**config.mk**
```make
export PLATFORM = sky130hd
export DESIGN_NAME = fpd_panel_ctrl
export DESIGN_NICKNAME = d
export VERILOG_FILES = /design/src/design/fpd_pkg.sv /design/src/design/fpd_panel_ctrl.sv /design/src/design/fpd_key_rpt.sv /design/src/design/fpd_bar_enc.sv
export SDC_FILE = /design/constraint.sdc
export NUM_CORES = 1
export LEC_CHECK = 0
export ABC_AREA = 1
export BUFFER_PORTS_ARGS = -buffer_cell sky130_fd_sc_hd__clkbuf_2
export CAP_MARGIN = 30
export CORE_MARGIN = 5
export CORE_UTILIZATION = 54
export CTS_CLUSTER_SIZE = 25
export DETAILED_ROUTE_END_ITERATION = 7
export PLACE_DENSITY = 0.8
export SETUP_SLACK_MARGIN = 0.5
export SYNTH_ARGS = -nofsm -noshare
export SYNTH_HDL_FRONTEND = slang
export SYNTH_SLANG_ARGS = --single-unit
```
**constraint.sdc**
```tcl
create_clock -name clk_i -period 2.3 [get_ports clk_i]
set_input_delay 0.115 -clock clk_i [delete_from_list [all_inputs] [get_ports clk_i]]
set_output_delay 0.115 -clock clk_i [all_outputs]
set_load 0.02 [all_outputs]
```
**src/design/fpd_pkg.sv**
```systemverilog
// Shared constants, register map and types of the front panel controller.
// Assumes a single 10 MHz system clock; no other file defines these names.
package fpd_pkg;
    localparam int unsigned CLK_HZ          = 10_000_000;
    localparam int unsigned CYC_PER_MS      = CLK_HZ / 1000;
    localparam int unsigned REPEAT_DELAY_MS = 500;
    localparam int unsigned REPEAT_RATE_MS  = 100;
    localparam int unsigned PREVIEW_MS      = 2000;
    localparam int unsigned BLINK_MS        = 250;

    function automatic int unsigned ms_to_cyc(input int unsigned ms);
        return (ms * CYC_PER_MS == 0) ? 1 : ms * CYC_PER_MS;
    endfunction

    localparam int          BAR_W      = 11;
    localparam int          NUM_CONN   = 4;
    localparam int          BAR_CENTRE = 5;
    localparam logic [4:0]  VOLT_MAX   = 5'h13;
    localparam logic [3:0]  FREQ_MAX   = 4'h8;
    localparam logic [3:0]  POLL_MAX   = 4'hB;
    localparam logic signed [3:0] BAL_MAX = 4'sh5;

    localparam logic [3:0]  REG_CTRL   = 4'h0;
    localparam logic [3:0]  REG_SETPT  = 4'h1;
    localparam logic [3:0]  REG_ACTUAL = 4'h2;
    localparam logic [3:0]  REG_STATUS = 4'h3;
    localparam logic [31:0] CTRL_RST   = 32'h0000_0004;
    localparam logic [31:0] ZERO_W     = 32'h0000_0000;

    typedef enum logic [3:0] {
        MODE_KV   = 4'b0001,
        MODE_HZ   = 4'b0010,
        MODE_POLL = 4'b0100,
        MODE_BAL  = 4'b1000
    } fpd_mode_t;

    typedef enum logic [1:0] {
        SWR_NONE  = 2'h0,
        SWR_AUTO  = 2'h1,
        SWR_LOCAL = 2'h2,
        SWR_BUS   = 2'h3
    } fpd_swr_t;

    typedef enum logic [1:0] {
        SIG_HV   = 2'h0,
        SIG_WARN = 2'h1,
        SIG_POLL = 2'h2,
        SIG_OFF  = 2'h3
    } fpd_sig_t;

    typedef struct packed {
        logic [24:0] rsvd;
        fpd_sig_t    sig_mode;
        logic        block_hv;
        logic        hw_rel_en;
        fpd_swr_t    swr_opt;
        logic        key_lock;
    } fpd_ctrl_t;

    typedef struct packed {
        logic plus;
        logic minus;
        logic sel;
        logic onoff;
    } fpd_keys_t;
endpackage

```
**src/design/fpd_panel_ctrl.sv**
```systemverilog
// Front panel controller: bar display, keypad, status outputs, release logic.
// Assumes a register master on the plain port and synchronous panel inputs.
//
// What this block does
// - Drive eleven bar positions, left to right
// - Voltage bar: flashing or steady half-steps
// - Plus/minus briefly shows voltage setpoint
// - Frequency: one of nine positions lit
// - Balance centred on middle bar position
// - Centre only zero, left negative, right positive
// - Pollution mode lights one connection indicator
// - Connection indicators dark outside pollution mode
// - Fault output high only ready, no error
// - Signal output follows selected signal mode
// - Either hardware release input grants release
// - Automatic option sets release after initialisation
// - Local option: on/off key toggles release
// - Station-held release blocks local clearing
// - Fieldbus option: command sets or clears release
// - Key lock ignores keys; bus failure clears
// - Select key advances mode; indicator steady
// - Plus/minus step connection in pollution mode
// - Display changes on press, repeat, no setup
// - High voltage indicator follows high voltage
//
// The register offsets and the strobed register port are this design's own decisions.
`timescale 1ns/1ps
`default_nettype none
module fpd_panel_ctrl
    import fpd_pkg::*;
#(
    parameter int unsigned REPEAT_DELAY_CYC = ms_to_cyc(REPEAT_DELAY_MS),
    parameter int unsigned REPEAT_RATE_CYC  = ms_to_cyc(REPEAT_RATE_MS),
    parameter int unsigned PREVIEW_CYC      = ms_to_cyc(PREVIEW_MS),
    parameter int unsigned BLINK_CYC        = ms_to_cyc(BLINK_MS)
) (
    input  wire logic             clk_i,
    input  wire logic             sys_rst_i,
    input  wire logic [3:0]       addr_i,
    input  wire logic [31:0]      wdata_i,
    input  wire logic             wr_stb_i,
    input  wire logic             rd_stb_i,
    output logic [31:0]           rdata_o,
    input  wire fpd_keys_t        keys_i,
    input  wire logic             setup_active_i,
    input  wire logic             fieldbus_fail_i,
    input  wire logic             fb_rel_valid_i,
    input  wire logic             fb_rel_set_i,
    input  wire logic             visu_rel_hold_i,
    input  wire logic             init_done_i,
    input  wire logic             hw_release1_i,
    input  wire logic             hw_release2_i,
    input  wire logic             error_i,
    input  wire logic             ready_i,
    input  wire logic             warning_i,
    input  wire logic             pollution_i,
    output logic [BAR_W-1:0]      bar_o,
    output logic [3:0]            mode_ind_o,
    output logic [NUM_CONN-1:0]   conn_ind_o,
    output logic                  high_voltage_indicator_o,
    output logic                  hv_enable_o,
    output logic                  fault_o,
    output logic                  signal_o
);
    fpd_ctrl_t          ctrl;
    logic [31:0]        setpt;
    logic [31:0]        actual;
    fpd_mode_t          mode;
    fpd_mode_t          next_mode;
    logic [1:0]         conn;
    logic [31:0]        prev_cnt;
    logic [31:0]        blink_cnt;
    logic               blink_off;
    logic               onoff_q;
    logic               sw_rel;
    logic               accept;
    logic               onoff_press;
    logic               hw_ok;
    logic               sw_ok;
    logic               next_hv;
    logic               preview;
    logic [2:0]         keys_v;
    logic [2:0]         step;
    logic [4:0]         enc_volt;
    logic [3:0]         enc_poll;
    logic [BAR_W-1:0]   enc_bar;
    logic [BAR_W-1:0]   enc_flash;

    function automatic fpd_mode_t mode_after(input fpd_mode_t m);
        unique case (m)
            MODE_KV:   return MODE_HZ;
            MODE_HZ:   return MODE_POLL;
            MODE_POLL: return MODE_BAL;
            MODE_BAL:  return MODE_KV;
            default:   return MODE_KV;
        endcase
    endfunction

    // Select, plus and minus are dead while locked or while the setup menu owns them; on/off is dead only while locked
    assign accept      = ~ctrl.key_lock & ~setup_active_i;
    assign onoff_press = keys_i.onoff & ~onoff_q & ~ctrl.key_lock;
    assign keys_v      = {keys_i.sel, keys_i.minus, keys_i.plus};
    assign preview     = (prev_cnt != 32'h0000_0000);
    for (genvar k = 0; k < 3; k++) begin : g_key
        fpd_key_rpt #(
            .DELAY_CYC (REPEAT_DELAY_CYC),
            .RATE_CYC  (REPEAT_RATE_CYC)
        ) u_key (
            .clk_i     (clk_i),
            .sys_rst_i (sys_rst_i),
            .key_i     (keys_v[k]),
            .enable_i  (accept),
            .step_o    (step[k])
        );
    end

    // Register file; the fieldbus failure wins over a write that sets the lock
    always_ff @(posedge clk_i) begin
        if (sys_rst_i) begin
            ctrl   <= fpd_ctrl_t'(CTRL_RST);
            setpt  <= ZERO_W;
            actual <= ZERO_W;
        end else begin
            if (wr_stb_i && addr_i == REG_CTRL) begin
                ctrl <= fpd_ctrl_t'(wdata_i);
                ctrl.rsvd <= '0;
            end
            if (wr_stb_i && addr_i == REG_SETPT) begin
                setpt <= wdata_i;
            end
            if (wr_stb_i && addr_i == REG_ACTUAL) begin
                actual <= wdata_i;
            end
            if (fieldbus_fail_i) begin
                ctrl.key_lock <= 1'b0;
            end
        end
    end

    always_comb begin
        next_mode = mode;
        if (step[2] && accept) begin
            next_mode = mode_after(mode);
        end
    end
    always_ff @(posedge clk_i) begin
        if (sys_rst_i) begin
            mode <= MODE_KV;
        end else begin
            mode <= next_mode;
        end
    end
    always_ff @(posedge clk_i) begin
        if (sys_rst_i) begin
            conn <= 2'h0;
        end else if (mode == MODE_POLL && accept) begin
            if (step[0]) begin
                conn <= conn + 2'h1;
            end else if (step[1]) begin
                conn <= conn - 2'h1;
            end
        end
    end
    // Setpoint preview restarts on every step, so holding the key keeps it up
    always_ff @(posedge clk_i) begin
        if (sys_rst_i) begin
            prev_cnt <= 32'h0000_0000;
        end else if (mode == MODE_KV && accept && (step[0] || step[1])) begin
            prev_cnt <= 32'(PREVIEW_CYC);
        end else if (mode != MODE_KV) begin
            prev_cnt <= 32'h0000_0000;
        end else if (preview) begin
            prev_cnt <= prev_cnt - 32'h0000_0001;
        end
    end
    always_ff @(posedge clk_i) begin
        if (sys_rst_i) begin
            blink_cnt <= 32'h0000_0000;
            blink_off <= 1'b0;
        end else if (blink_cnt == 32'(BLINK_CYC - 1)) begin
            blink_cnt <= 32'h0000_0000;
            blink_off <= ~blink_off;
        end else begin
            blink_cnt <= blink_cnt + 32'h0000_0001;
        end
    end
    // Software release; the station hold outranks the local key
    always_ff @(posedge clk_i) begin
        if (sys_rst_i) begin
            onoff_q <= 1'b0;
            sw_rel  <= 1'b0;
        end else begin
            onoff_q <= keys_i.onoff;
            unique case (ctrl.swr_opt)
                SWR_AUTO: begin
                    if (init_done_i) begin
                        sw_rel <= 1'b1;
                    end
                end
                SWR_LOCAL: begin
                    if (visu_rel_hold_i) begin
                        sw_rel <= 1'b1;
                    end else if (onoff_press) begin
                        sw_rel <= ~sw_rel;
                    end
                end
                SWR_BUS: begin
                    if (fb_rel_valid_i) begin
                        sw_rel <= fb_rel_set_i;
                    end
                end
                SWR_NONE: sw_rel <= 1'b0;
            endcase
        end
    end

    assign hw_ok   = ~ctrl.hw_rel_en | hw_release1_i | hw_release2_i;
    assign sw_ok   = (ctrl.swr_opt == SWR_NONE) | sw_rel;
    assign next_hv = hw_ok & sw_ok & ~ctrl.block_hv;
    assign enc_volt = preview ? setpt[4:0] : actual[20:16];
    assign enc_poll = actual[conn*4 +: 4];
    fpd_bar_enc u_enc (
        .mode_i  (mode),
        .volt_i  (enc_volt),
        .freq_i  (setpt[11:8]),
        .bal_i   (setpt[19:16]),
        .poll_i  (enc_poll),
        .bar_o   (enc_bar),
        .flash_o (enc_flash)
    );

    always_ff @(posedge clk_i) begin
        if (sys_rst_i) begin
            bar_o      <= '0;
            mode_ind_o <= 4'h0;
            conn_ind_o <= '0;
        end else begin
            bar_o      <= enc_bar & ~(enc_flash & {BAR_W{blink_off}});
            mode_ind_o <= next_mode;
            conn_ind_o <= (next_mode == MODE_POLL) ? 4'(4'h1 << conn) : 4'h0;
        end
    end

    always_ff @(posedge clk_i) begin
        if (sys_rst_i) begin
            hv_enable_o              <= 1'b0;
            high_voltage_indicator_o <= 1'b0;
            fault_o                  <= 1'b0;
            signal_o                 <= 1'b0;
        end else begin
            hv_enable_o              <= next_hv;
            high_voltage_indicator_o <= next_hv;
            fault_o                  <= ready_i & ~error_i;
            unique case (ctrl.sig_mode)
                SIG_HV:   signal_o <= next_hv;
                SIG_WARN: signal_o <= warning_i;
                SIG_POLL: signal_o <= pollution_i;
                SIG_OFF:  signal_o <= 1'b0;
            endcase
        end
    end

    // Read data live for one cycle only; unmapped addresses read zero
    always_ff @(posedge clk_i) begin
        if (sys_rst_i || !rd_stb_i) begin
            rdata_o <= ZERO_W;
        end else begin
            unique case (addr_i)
                REG_CTRL:   rdata_o <= ctrl;
                REG_SETPT:  rdata_o <= setpt;
                REG_ACTUAL: rdata_o <= actual;
                REG_STATUS: rdata_o <= {23'h0, preview, hv_enable_o, sw_rel, conn, mode};
                default:    rdata_o <= ZERO_W;
            endcase
        end
    end
endmodule
`default_nettype wire

```
**src/design/fpd_key_rpt.sv**
```systemverilog
// Key press and auto-repeat pulse generator for one panel key.
// Assumes key_i is already debounced and synchronous to clk_i.
`timescale 1ns/1ps
`default_nettype none
module fpd_key_rpt #(
    parameter int unsigned DELAY_CYC = 5000,
    parameter int unsigned RATE_CYC  = 1000
) (
    input  wire logic clk_i,
    input  wire logic sys_rst_i,
    input  wire logic key_i,
    input  wire logic enable_i,
    output logic      step_o
);
    logic        held;
    logic [31:0] cnt;
    wire  logic  act = key_i & enable_i;

    // First step on the press, then repeat after a longer initial wait
    always_ff @(posedge clk_i) begin
        if (sys_rst_i) begin
            held   <= 1'b0;
            cnt    <= 32'h0000_0000;
            step_o <= 1'b0;
        end else begin
            held   <= act;
            step_o <= 1'b0;
            if (!act) begin
                cnt <= 32'h0000_0000;
            end else if (!held) begin
                step_o <= 1'b1;
                cnt    <= 32'(DELAY_CYC - 1);
            end else if (cnt == 32'h0000_0000) begin
                step_o <= 1'b1;
                cnt    <= 32'(RATE_CYC - 1);
            end else begin
                cnt <= cnt - 32'h0000_0001;
            end
        end
    end
endmodule
`default_nettype wire

```
**src/design/fpd_bar_enc.sv**
```systemverilog
// Maps the selected display value onto the 11-position bar and its flash mask.
// Pure decode; the caller registers the result.
`timescale 1ns/1ps
`default_nettype none
module fpd_bar_enc
    import fpd_pkg::*;
(
    input  wire fpd_mode_t          mode_i,
    input  wire logic [4:0]         volt_i,
    input  wire logic [3:0]         freq_i,
    input  wire logic signed [3:0]  bal_i,
    input  wire logic [3:0]         poll_i,
    output logic [BAR_W-1:0]        bar_o,
    output logic [BAR_W-1:0]        flash_o
);
    logic [4:0]        v;
    logic [3:0]        f;
    logic [3:0]        p;
    logic signed [4:0] b;

    always_comb begin
        v = (volt_i > VOLT_MAX) ? VOLT_MAX : volt_i;
        f = (freq_i > FREQ_MAX) ? FREQ_MAX : freq_i;
        p = (poll_i > POLL_MAX) ? POLL_MAX : poll_i;
        b = (bal_i > BAL_MAX) ? 5'(BAL_MAX) : (bal_i < -BAL_MAX) ? -5'(BAL_MAX) : 5'(bal_i);
        bar_o   = '0;
        flash_o = '0;
        unique case (mode_i)
            MODE_KV: begin
                // Even code is the lower half-step of a position, shown flashing
                bar_o[v[4:1]]   = 1'b1;
                flash_o[v[4:1]] = ~v[0];
            end
            MODE_HZ: bar_o[f] = 1'b1;
            MODE_POLL: begin
                for (int i = 0; i < BAR_W; i++) begin
                    bar_o[i] = (i < int'(p));
                end
            end
            MODE_BAL: begin
                for (int i = 0; i < BAR_W; i++) begin
                    // Centre alone is zero; the run grows toward the sign
                    bar_o[i] = (i == BAR_CENTRE)
                        || (b < 0 && i < BAR_CENTRE && i >= BAR_CENTRE + int'(b))
                        || (b > 0 && i > BAR_CENTRE && i <= BAR_CENTRE + int'(b));
                end
            end
        endcase
    end
endmodule
`default_nettype wire

```
==> flow_summary_export.csv, run 1 <==
group,metric,value,unit
synthesis,avgSynthCellArea,7.13,µm²
sta,clock-skew-final,21.5,ps
setup_path,crit_path_top_delay_cell,"dfxtp_2",
sta,timing.fmax,449,MHz
placement,portBuffers,110,
die,io_pins,111,
synthesis,synth_seq_cells,297,
synthesis,yosys_warnings,0,
clocking,clockBufferDepth,3,
global_route,first_global_vias,13007,
clocking,cts.sinks,297,
synthesis,async_flop_share,0,%
setup_path,start_kind,"flop",
outcome,status,"finished clean",
setup_path,path_max_fanout,3,
drt,detail-route-antenna-nets,0,
sta,slew_violations,0,
synthesis,ys_seq_area_share,42.3,%
synthesis,synth_ff_type,"dfxtp_1",
synthesis,synth_area,0.0140,mm²
sta,timing.setup.tns,0,ps
setup_path,cp.arrival,2650,ps
min_path,hold_class,"in2reg",
die,die_w,171,µm
setup_path,required,2720,ps
die,die_area,0.0293,mm²
die,core_area,0.0258,mm²
sta,finalSetupViolations,0,
clocking,cts_buffers,34,
placement,place_ws,-19.1,ps
sta,period_needed,2230,ps
sta,rsz0062_at_grt,"true",
global_route,grt_overflow_total,0,
clocking,cts_max_level,2,
power,leakagePower,7.75,nW
power,ir_drop,729,µV
job,maxCapViolCount,0,
drt,dr_total_vias,14446,
cells_and_area,fin_nets,2307,
setup_path,crit_type,"reg2reg",
clocking,clkTransAtPathRegs,70,ps
setup_path,cp_common_cell,"nand2_1",
sta,post-route-period-util,96.9,%
placement,dp_cells,2398,
die,num_rows,59,
setup_path,critPathCaptureType,"flop",
power,cellPowerDensity,968,mW/mm²
drt,drtIter0Drc,1455,
synthesis,synth.area.top_cells,"dfxtp_1 42%, nand2_1 9.8%, nor2_1 7.3%, a21oi_1 6.8%, inv_1 6.1%",
setup_path,crit_chain,"inv_2 -> o21ai_2 -> nand2_1 -> ha_1 -> inv_2 -> nand2_2 -> nand2_2 -> inv_2 -> ha_4 -> nand3b_1 -> nand2_2 -> nor2_4 -> buf_4 -> nand3_1 -> nand2_1 -> nand2_1 -> a21oi_2 -> nand2_1 -> nor2_1",
sta,hold_viol,0,
drt,first_pass_iters,8,
drt,wl_per_cell,16.1,µm
cells_and_area,fin_cells,2598,
drt,vias_per_cell,5.56,
clocking,cts_tree,"yes",
placement,gp_congestion,0.934,
drt,drt_wl_total,41.9,mm
global_route,grt_usage,24.9,%
global_route,antenna_found_initial,0,
sta,setup_ws,71.0,ps
clocking,clock-root-buffer,"clkbuf_16",
placement,hpwlAfterDp,26.0,mm
synthesis,synth_top_area_share,42.3,%
synthesis,synthesis.nets,2040,
global_route,grt_max_degree,51,
die,dieHeight,171,µm
synthesis,synth_cell_types,55,
sta,max_slew_margin,53.2,%
sta,tightest_slew,695,ps
global_route,grt_pass1_wl,60.9,mm
synthesis,synthCells,1971,
cells_and_area,area_growth,30.4,%
setup_path,critPathBufInv,4,
die,initial_core_util,54.4,%
clocking,clk_latency,520,ps
drt,drc,0,
setup_path,critical_path.max_stage_delay,330,ps
cells_and_area,drive_above_1_share,25.6,%
synthesis,synth_edf_count,0,
synthesis,synth.largest_area_cell,"dfxtp_1",
setup_path,critPathTopFamily,"simple AND/OR/NAND/NOR gates",
power,total_power,17.7,mW
==> flip-flops by register name, summed over array words and instances (netlist names), 2 cells and up <==
signal / flops
blink_cnt: 32
conn_ind_o: 4
setpt: 32
actual: 32
g_key.u_key.cnt: 96
bar_o: 11
conn: 2
g_key.u_key.step_o: 3
rdata_o: 32
g_key.u_key.held: 3
ctrl: 7
prev_cnt: 32
mode: 4
==> metal layers <==
layer,global-route usage (%),vias to the layer above,wire (µm)
met5,0,-,0
met4,8.54,0,1730
li1,-,6936,-
met2,42.3,646,19900
met1,32.2,6697,16800
met3,4.07,167,3460
==> cell usage after synthesis (2+ instances only) <==
library cell	count
a211oi_1	4
a21oi_1	191
a22oi_1	2
a31oi_1	8
buf_1	5
buf_2	7
buf_4	5
clkbuf_1	37
clkinv_1	3
dfxtp_1	297
ha_1	13
inv_1	228
inv_2	9
nand2_1	366
nand2_2	13
nand2_4	3
nand3_1	110
nand3_2	2
nand3b_1	8
nand4_1	43
nor2_1	274
nor2_2	24
nor2_4	5
nor2_8	2
nor3_1	48
nor3_2	11
nor3b_1	9
nor4_1	19
o211ai_1	3
o21ai_0	90
o21ai_1	6
o22ai_1	8
o31ai_1	2
or2_0	2
or2_1	2
or2_2	14
xnor2_1	35
xor2_1	46
==> layout make-up <==
cell class | count | area [µm²]
Multi-Input combinational cell | 1383 | 7880
Fill cell | 1955 | 7520
Sequential cell | 297 | 6010
Timing Repair Buffer | 281 | 2020
Clock buffer | 49 | 948
Inverter | 240 | 915
Tap cell | 335 | 419
Clock inverter | 11 | 116
Timing Repair inverter | 1 | 5.00
Antenna cell | 1 | 2.50
==> cell usage in the layout (no fill, tap or decap), types with 9 or more instances in the layout <==
cell type and count:
nand2_1 331, dfxtp_1 256, nor2_1 229, inv_1 205, a21oi_1 185, buf_4 112
clkbuf_2 110, nand3_1 89, o21ai_0 81, xor2_1 46, nand4_1 43, dlygate4sd3_1 42
nor2_4 38, nor3_1 37, nor2_2 36, dfxtp_2 36, clkbuf_16 35, nand2_2 34
xnor2_1 33, inv_2 27, nand2_4 18, nand3_2 17, nor4_1 17, buf_6 15
or2_2 14, nor3_2 13, o21ai_1 13, clkbuf_1 12, nor3_4 9
==> repair_timing <==
action	in CTS	in global routing
setup buffers	36	56
pin swaps	46	91
endpoints found under the setup margin	133	143
endpoints found under the hold margin	74	0
resized for setup	90	202
hold buffers	42	0
gates cloned	2	3
==> worst paths after layout <==
check                   from  slack [ps]      endpoint  depth (start not counted)
max                setpt[16]          70      bar_o[1]                         19
min          visu_rel_hold_i          30        sw_rel                          3
max reg2reg        setpt[16]          70      bar_o[1]                         19
min reg2reg     blink_cnt[0]         430  blink_cnt[0]                          1
==> cell families (layout without fill, tap and decap cells) <==
kind of cell               Yosys count  in the layout  share of synthesized area, %
other                                0              1                             0
adders and majority gates           13             13                          1.16
DFF                                297            297                          42.3
buffers and inverters              295            582                          8.13
AOI/OAI and AO/OA                  324            325                          12.2
and+or+nand+nor                    961            964                          31.1
xor gates and xnor gates            81             81                          5.05
==> power breakdown <==
part | switching, mW | leakage [nW] | internal (mW) | total (mW)
Combinational | 3.88 | 4.80 | 2.64 | 6.52
Clock | 2.11 | 0.524 | 3.10 | 5.22
Sequential | 0.454 | 2.43 | 5.53 | 5.99
Total | 6.45 | 7.75 | 11.3 | 17.7
==> worst reg2reg max path, cell delays in order, from the launching register on <==
cell and delay (ps):
dfxtp_2 330, inv_2 40, o21ai_2 140, nand2_1 70, ha_1 280, inv_2 80, nand2_2 70, nand2_2 80
inv_2 50, ha_4 150, nand3b_1 170, nand2_2 130, nor2_4 50, buf_4 160, nand3_1 50, nand2_1 50
nand2_1 70, a21oi_2 50, nand2_1 80, nor2_1 40
==> metrics by stage <==
step / util (%) / hold WS [ps] / area [µm²]
after CTS: 66.6 / 6.91 / 17200
after global routing: 70.9 / 42.9 / 18300
after detailed placement: 58.5 / 287 / 15100
final: 70.9 / 30.0 / 18300
after floorplan: - / 187 / 14100
after global placement: 58.5 / 277 / 15100
Power figures use the tool's default switching activity.
==> run 2, diff against run 1 <==
--- a/config.mk
+++ b/config.mk
@@ -9,10 +9,10 @@
 export BUFFER_PORTS_ARGS = -buffer_cell sky130_fd_sc_hd__clkbuf_2
 export CAP_MARGIN = 30
 export CORE_MARGIN = 5
-export CORE_UTILIZATION = 54
+export CORE_UTILIZATION = 40
 export CTS_CLUSTER_SIZE = 25
 export DETAILED_ROUTE_END_ITERATION = 7
-export PLACE_DENSITY = 0.8
+export PLACE_DENSITY = 0.63
 export SETUP_SLACK_MARGIN = 0.5
 export SYNTH_ARGS = -nofsm -noshare
 export SYNTH_HDL_FRONTEND = slang
==> run 2 against run 1 <==
Compared with the run above:
- the flow now finishes with violations (negative setup slack)
- routed wire length fell by 1.4%
- clock power rose by 13%
- first-iteration DRC count shrank 37%
- global-route usage down 5.6 points
- power rose by 2.2%
- fmax shrank 5.0%
- flip-flop and latch count unchanged
- combinational power is 4.1% lower
- sequential power is 0.7% lower
- sequential share of layout area fell by 1.0 points
- highest routed layer is now met5
==> flow_summary_export.csv, run 2 (synthesis results as in run 1) <==
group,metric,value,unit
cells_and_area,fin_nets,2316,
outcome,status,"finished, violations left",
min_path,hold_class,"in2reg",
power,ir_drop,876,µV
setup_path,required,2710,ps
die,initial_core_util,40.6,%
setup_path,crit_chain,"inv_2 -> o21ai_2 -> nand2_1 -> ha_1 -> inv_2 -> nand2_2 -> nand2_2 -> inv_2 -> ha_4 -> nand3b_1 -> nand2_2 -> buf_4 -> buf_4 -> buf_6 -> nor3_4 -> nor3_2 -> a21oi_1 -> nor2_1",
sta,fin_hold_ws,18.2,ps
setup_path,critPathCaptureType,"flop",
sta,slew_violations,0,
cells_and_area,layout_commonest_cell,"nand2_1",
drt,drtIter0Drc,910,
global_route,grt_usage,19.3,%
power,cellPowerDensity,956,mW/mm²
global_route,grt_overflow_total,0,
placement,place_area,0.0153,mm²
placement,portBuffers,110,
min_path,hold_depth,4,
global_route,grt_max_degree,51,
outcome,violations,"negative setup slack",
sta,finalSetupViolations,3,
cells_and_area,largest_reg_flops,96,
power,leakagePower,7.94,nW
placement,dp_cells,2520,
cells_and_area,drive_above_1_share,27.7,%
power,p_sw,6.27,mW
sta,period_needed,2350,ps
clocking,clock-root-buffer,"clkbuf_16",
clocking,cts_tree,"yes",
sta,tightest_slew,612,ps
drt,dr_total_vias,13900,
power,p_sw_share,34.6,%
sta,setup_ws,-45.2,ps
cells_and_area,post-route-util,54.7,%
global_route,antenna_found_initial,7,
drt,detail-route-antenna-nets,0,
sta,rsz0062_at_grt,"true",
min_path,min_to,"rdata_o[7]",
drt,drt_wl_total,41.3,mm
die,io_pins,111,
sta,hold_viol,0,
die,dieHeight,197,µm
min_path,hp-start,"addr_i[2]",
setup_path,r2r_start,"setpt[17]",
setup_path,path_max_fanout,3,
clocking,clockBufferDepth,3,
drt,vias_per_cell,5.10,
global_route,grt_pass1_wl,63.0,mm
sta,timing.setup.tns,-93.1,ps
placement,hpwlAfterDp,27.3,mm
cells_and_area,area_growth,35.0,%
setup_path,critical_path.max_stage_delay,330,ps
sta,clock-skew-final,18.1,ps
power,seq_power_share,32.8,%
setup_path,crit_type,"reg2reg",
die,num_rows,68,
clocking,clkTransAtPathRegs,60,ps
clocking,cts_buffers,36,
cells_and_area,fin_cells,2727,
die,core_area,0.0346,mm²
cells_and_area,finalInstanceArea,0.0190,mm²
placement,gp_congestion,0.912,
setup_path,r2r_cells,18,
sta,post-route-period-util,102,%
die,die_area,0.0390,mm²
drt,drc,0,
setup_path,cp.arrival,2750,ps
die,die_w,197,µm
power,p_comb_share,34.5,%
clocking,cts_max_level,2,
power,p_clk_share,32.7,%
setup_path,r2r_slack,-50,ps
setup_path,start_kind,"flop",
cells_and_area,regMostFlops,"g_key.u_key.cnt",
global_route,first_global_vias,12916,
sta,max_slew_margin,58.7,%
clocking,cts.sinks,297,
cells_and_area,final_cell_mix,"324 x nand2_1, 250 x dfxtp_1, 223 x nor2_1, 204 x inv_1, 183 x a21oi_1",
setup_path,reg2reg_to,"bar_o[10]",
drt,wl_per_cell,15.1,µm
setup_path,crit_path_top_delay_cell,"dfxtp_2",
power,intPower,11.8,mW
drt,first_pass_iters,5,
clocking,clk_latency,520,ps
sta,timing.fmax,426,MHz
job,maxCapViolCount,0,
==> run 2: cell types whose count changed in the layout (fill, tap and decap cells not counted), moves of 3 or more <==
cell | before | now
nand2_2 | 34 | 41
ha_4 | 6 | 9
nor3_4 | 9 | 14
nor2_4 | 38 | 45
nor2_1 | 229 | 223
dfxtp_2 | 36 | 40
clkbuf_1 | 12 | 2
nor3_1 | 37 | 33
buf_4 | 112 | 118
clkbuf_8 | 2 | 10
nand2_1 | 331 | 324
dfxtp_1 | 256 | 250
==> run 2: worst max-delay path: cells and delay by family (launching register included) <==
family	cells	cell delay, ps
AND/OR/NAND/NOR	8	660
buffers and inverters	6	560
adder cells (fa/ha/maj)	2	430
flip-flops	1	330
AO/OA/AOI/OAI	2	260
==> run 2: area by class of cell <==
type / instances / area [µm²]
Timing Repair Buffer: 289 / 2100
Fill cell: 3180 / 15700
Antenna cell: 2 / 5.00
Tap cell: 455 / 569
Clock inverter: 12 / 171
Multi-Input combinational cell: 1382 / 8090
Inverter: 240 / 922
Sequential cell: 297 / 6020
Timing Repair inverter: 1 / 7.51
Clock buffer: 49 / 1070
==> run 2: worst max path at each step <==
stage	start	end	slack (ps)	cells after the start
final	setpt[17]	bar_o[10]	-50	18
after detailed placement	setpt[17]	bar_o[7]	-30	19
after floorplan	setpt[17]	bar_o[7]	240	19
after global placement	setpt[17]	bar_o[6]	50	19
after global routing	setpt[17]	bar_o[7]	-190	19
after CTS	setpt[17]	bar_o[7]	50	19
==> run 2: stage by stage <==
stage	worst slack, ps	power, mW
after floorplan	238	9.18
after global placement	51.9	10.1
after detailed placement	-34.4	10.1
after CTS	48.4	16.8
after global routing	-187	19.1
final	-45.2	18.1
==> run 2: timing repair <==
action	4_1_cts	5_1_grt
gates cloned	1	3
hold endpoints to repair	75	0
setup endpoints to repair	134	158
buffers inserted	37	59
resized for setup	93	256
pin swaps	44	125
hold buffers	44	0
==> run 2: metal layers <==
| layer | global-route usage [%] | vias up | routed length [µm] |
|---|---|---|---|
| li1 | - | 6954 | - |
| met1 | 25.4 | 6514 | 18000 |
| met2 | 32.4 | 348 | 19900 |
| met3 | 4.33 | 72 | 2620 |
| met4 | 4.44 | 12 | 740 |
| met5 | 0 | - | 80 |
==> run 2: power by group through the flow <==
stage	combinational, mW	sequential, mW	clock [mW]
floorplan	3.27	5.91	0
global placement	4.14	5.93	0
detailed placement	4.18	5.93	0
CTS	4.86	5.85	6.05
global route	6.78	5.99	6.29
finish	6.25	5.95	5.92
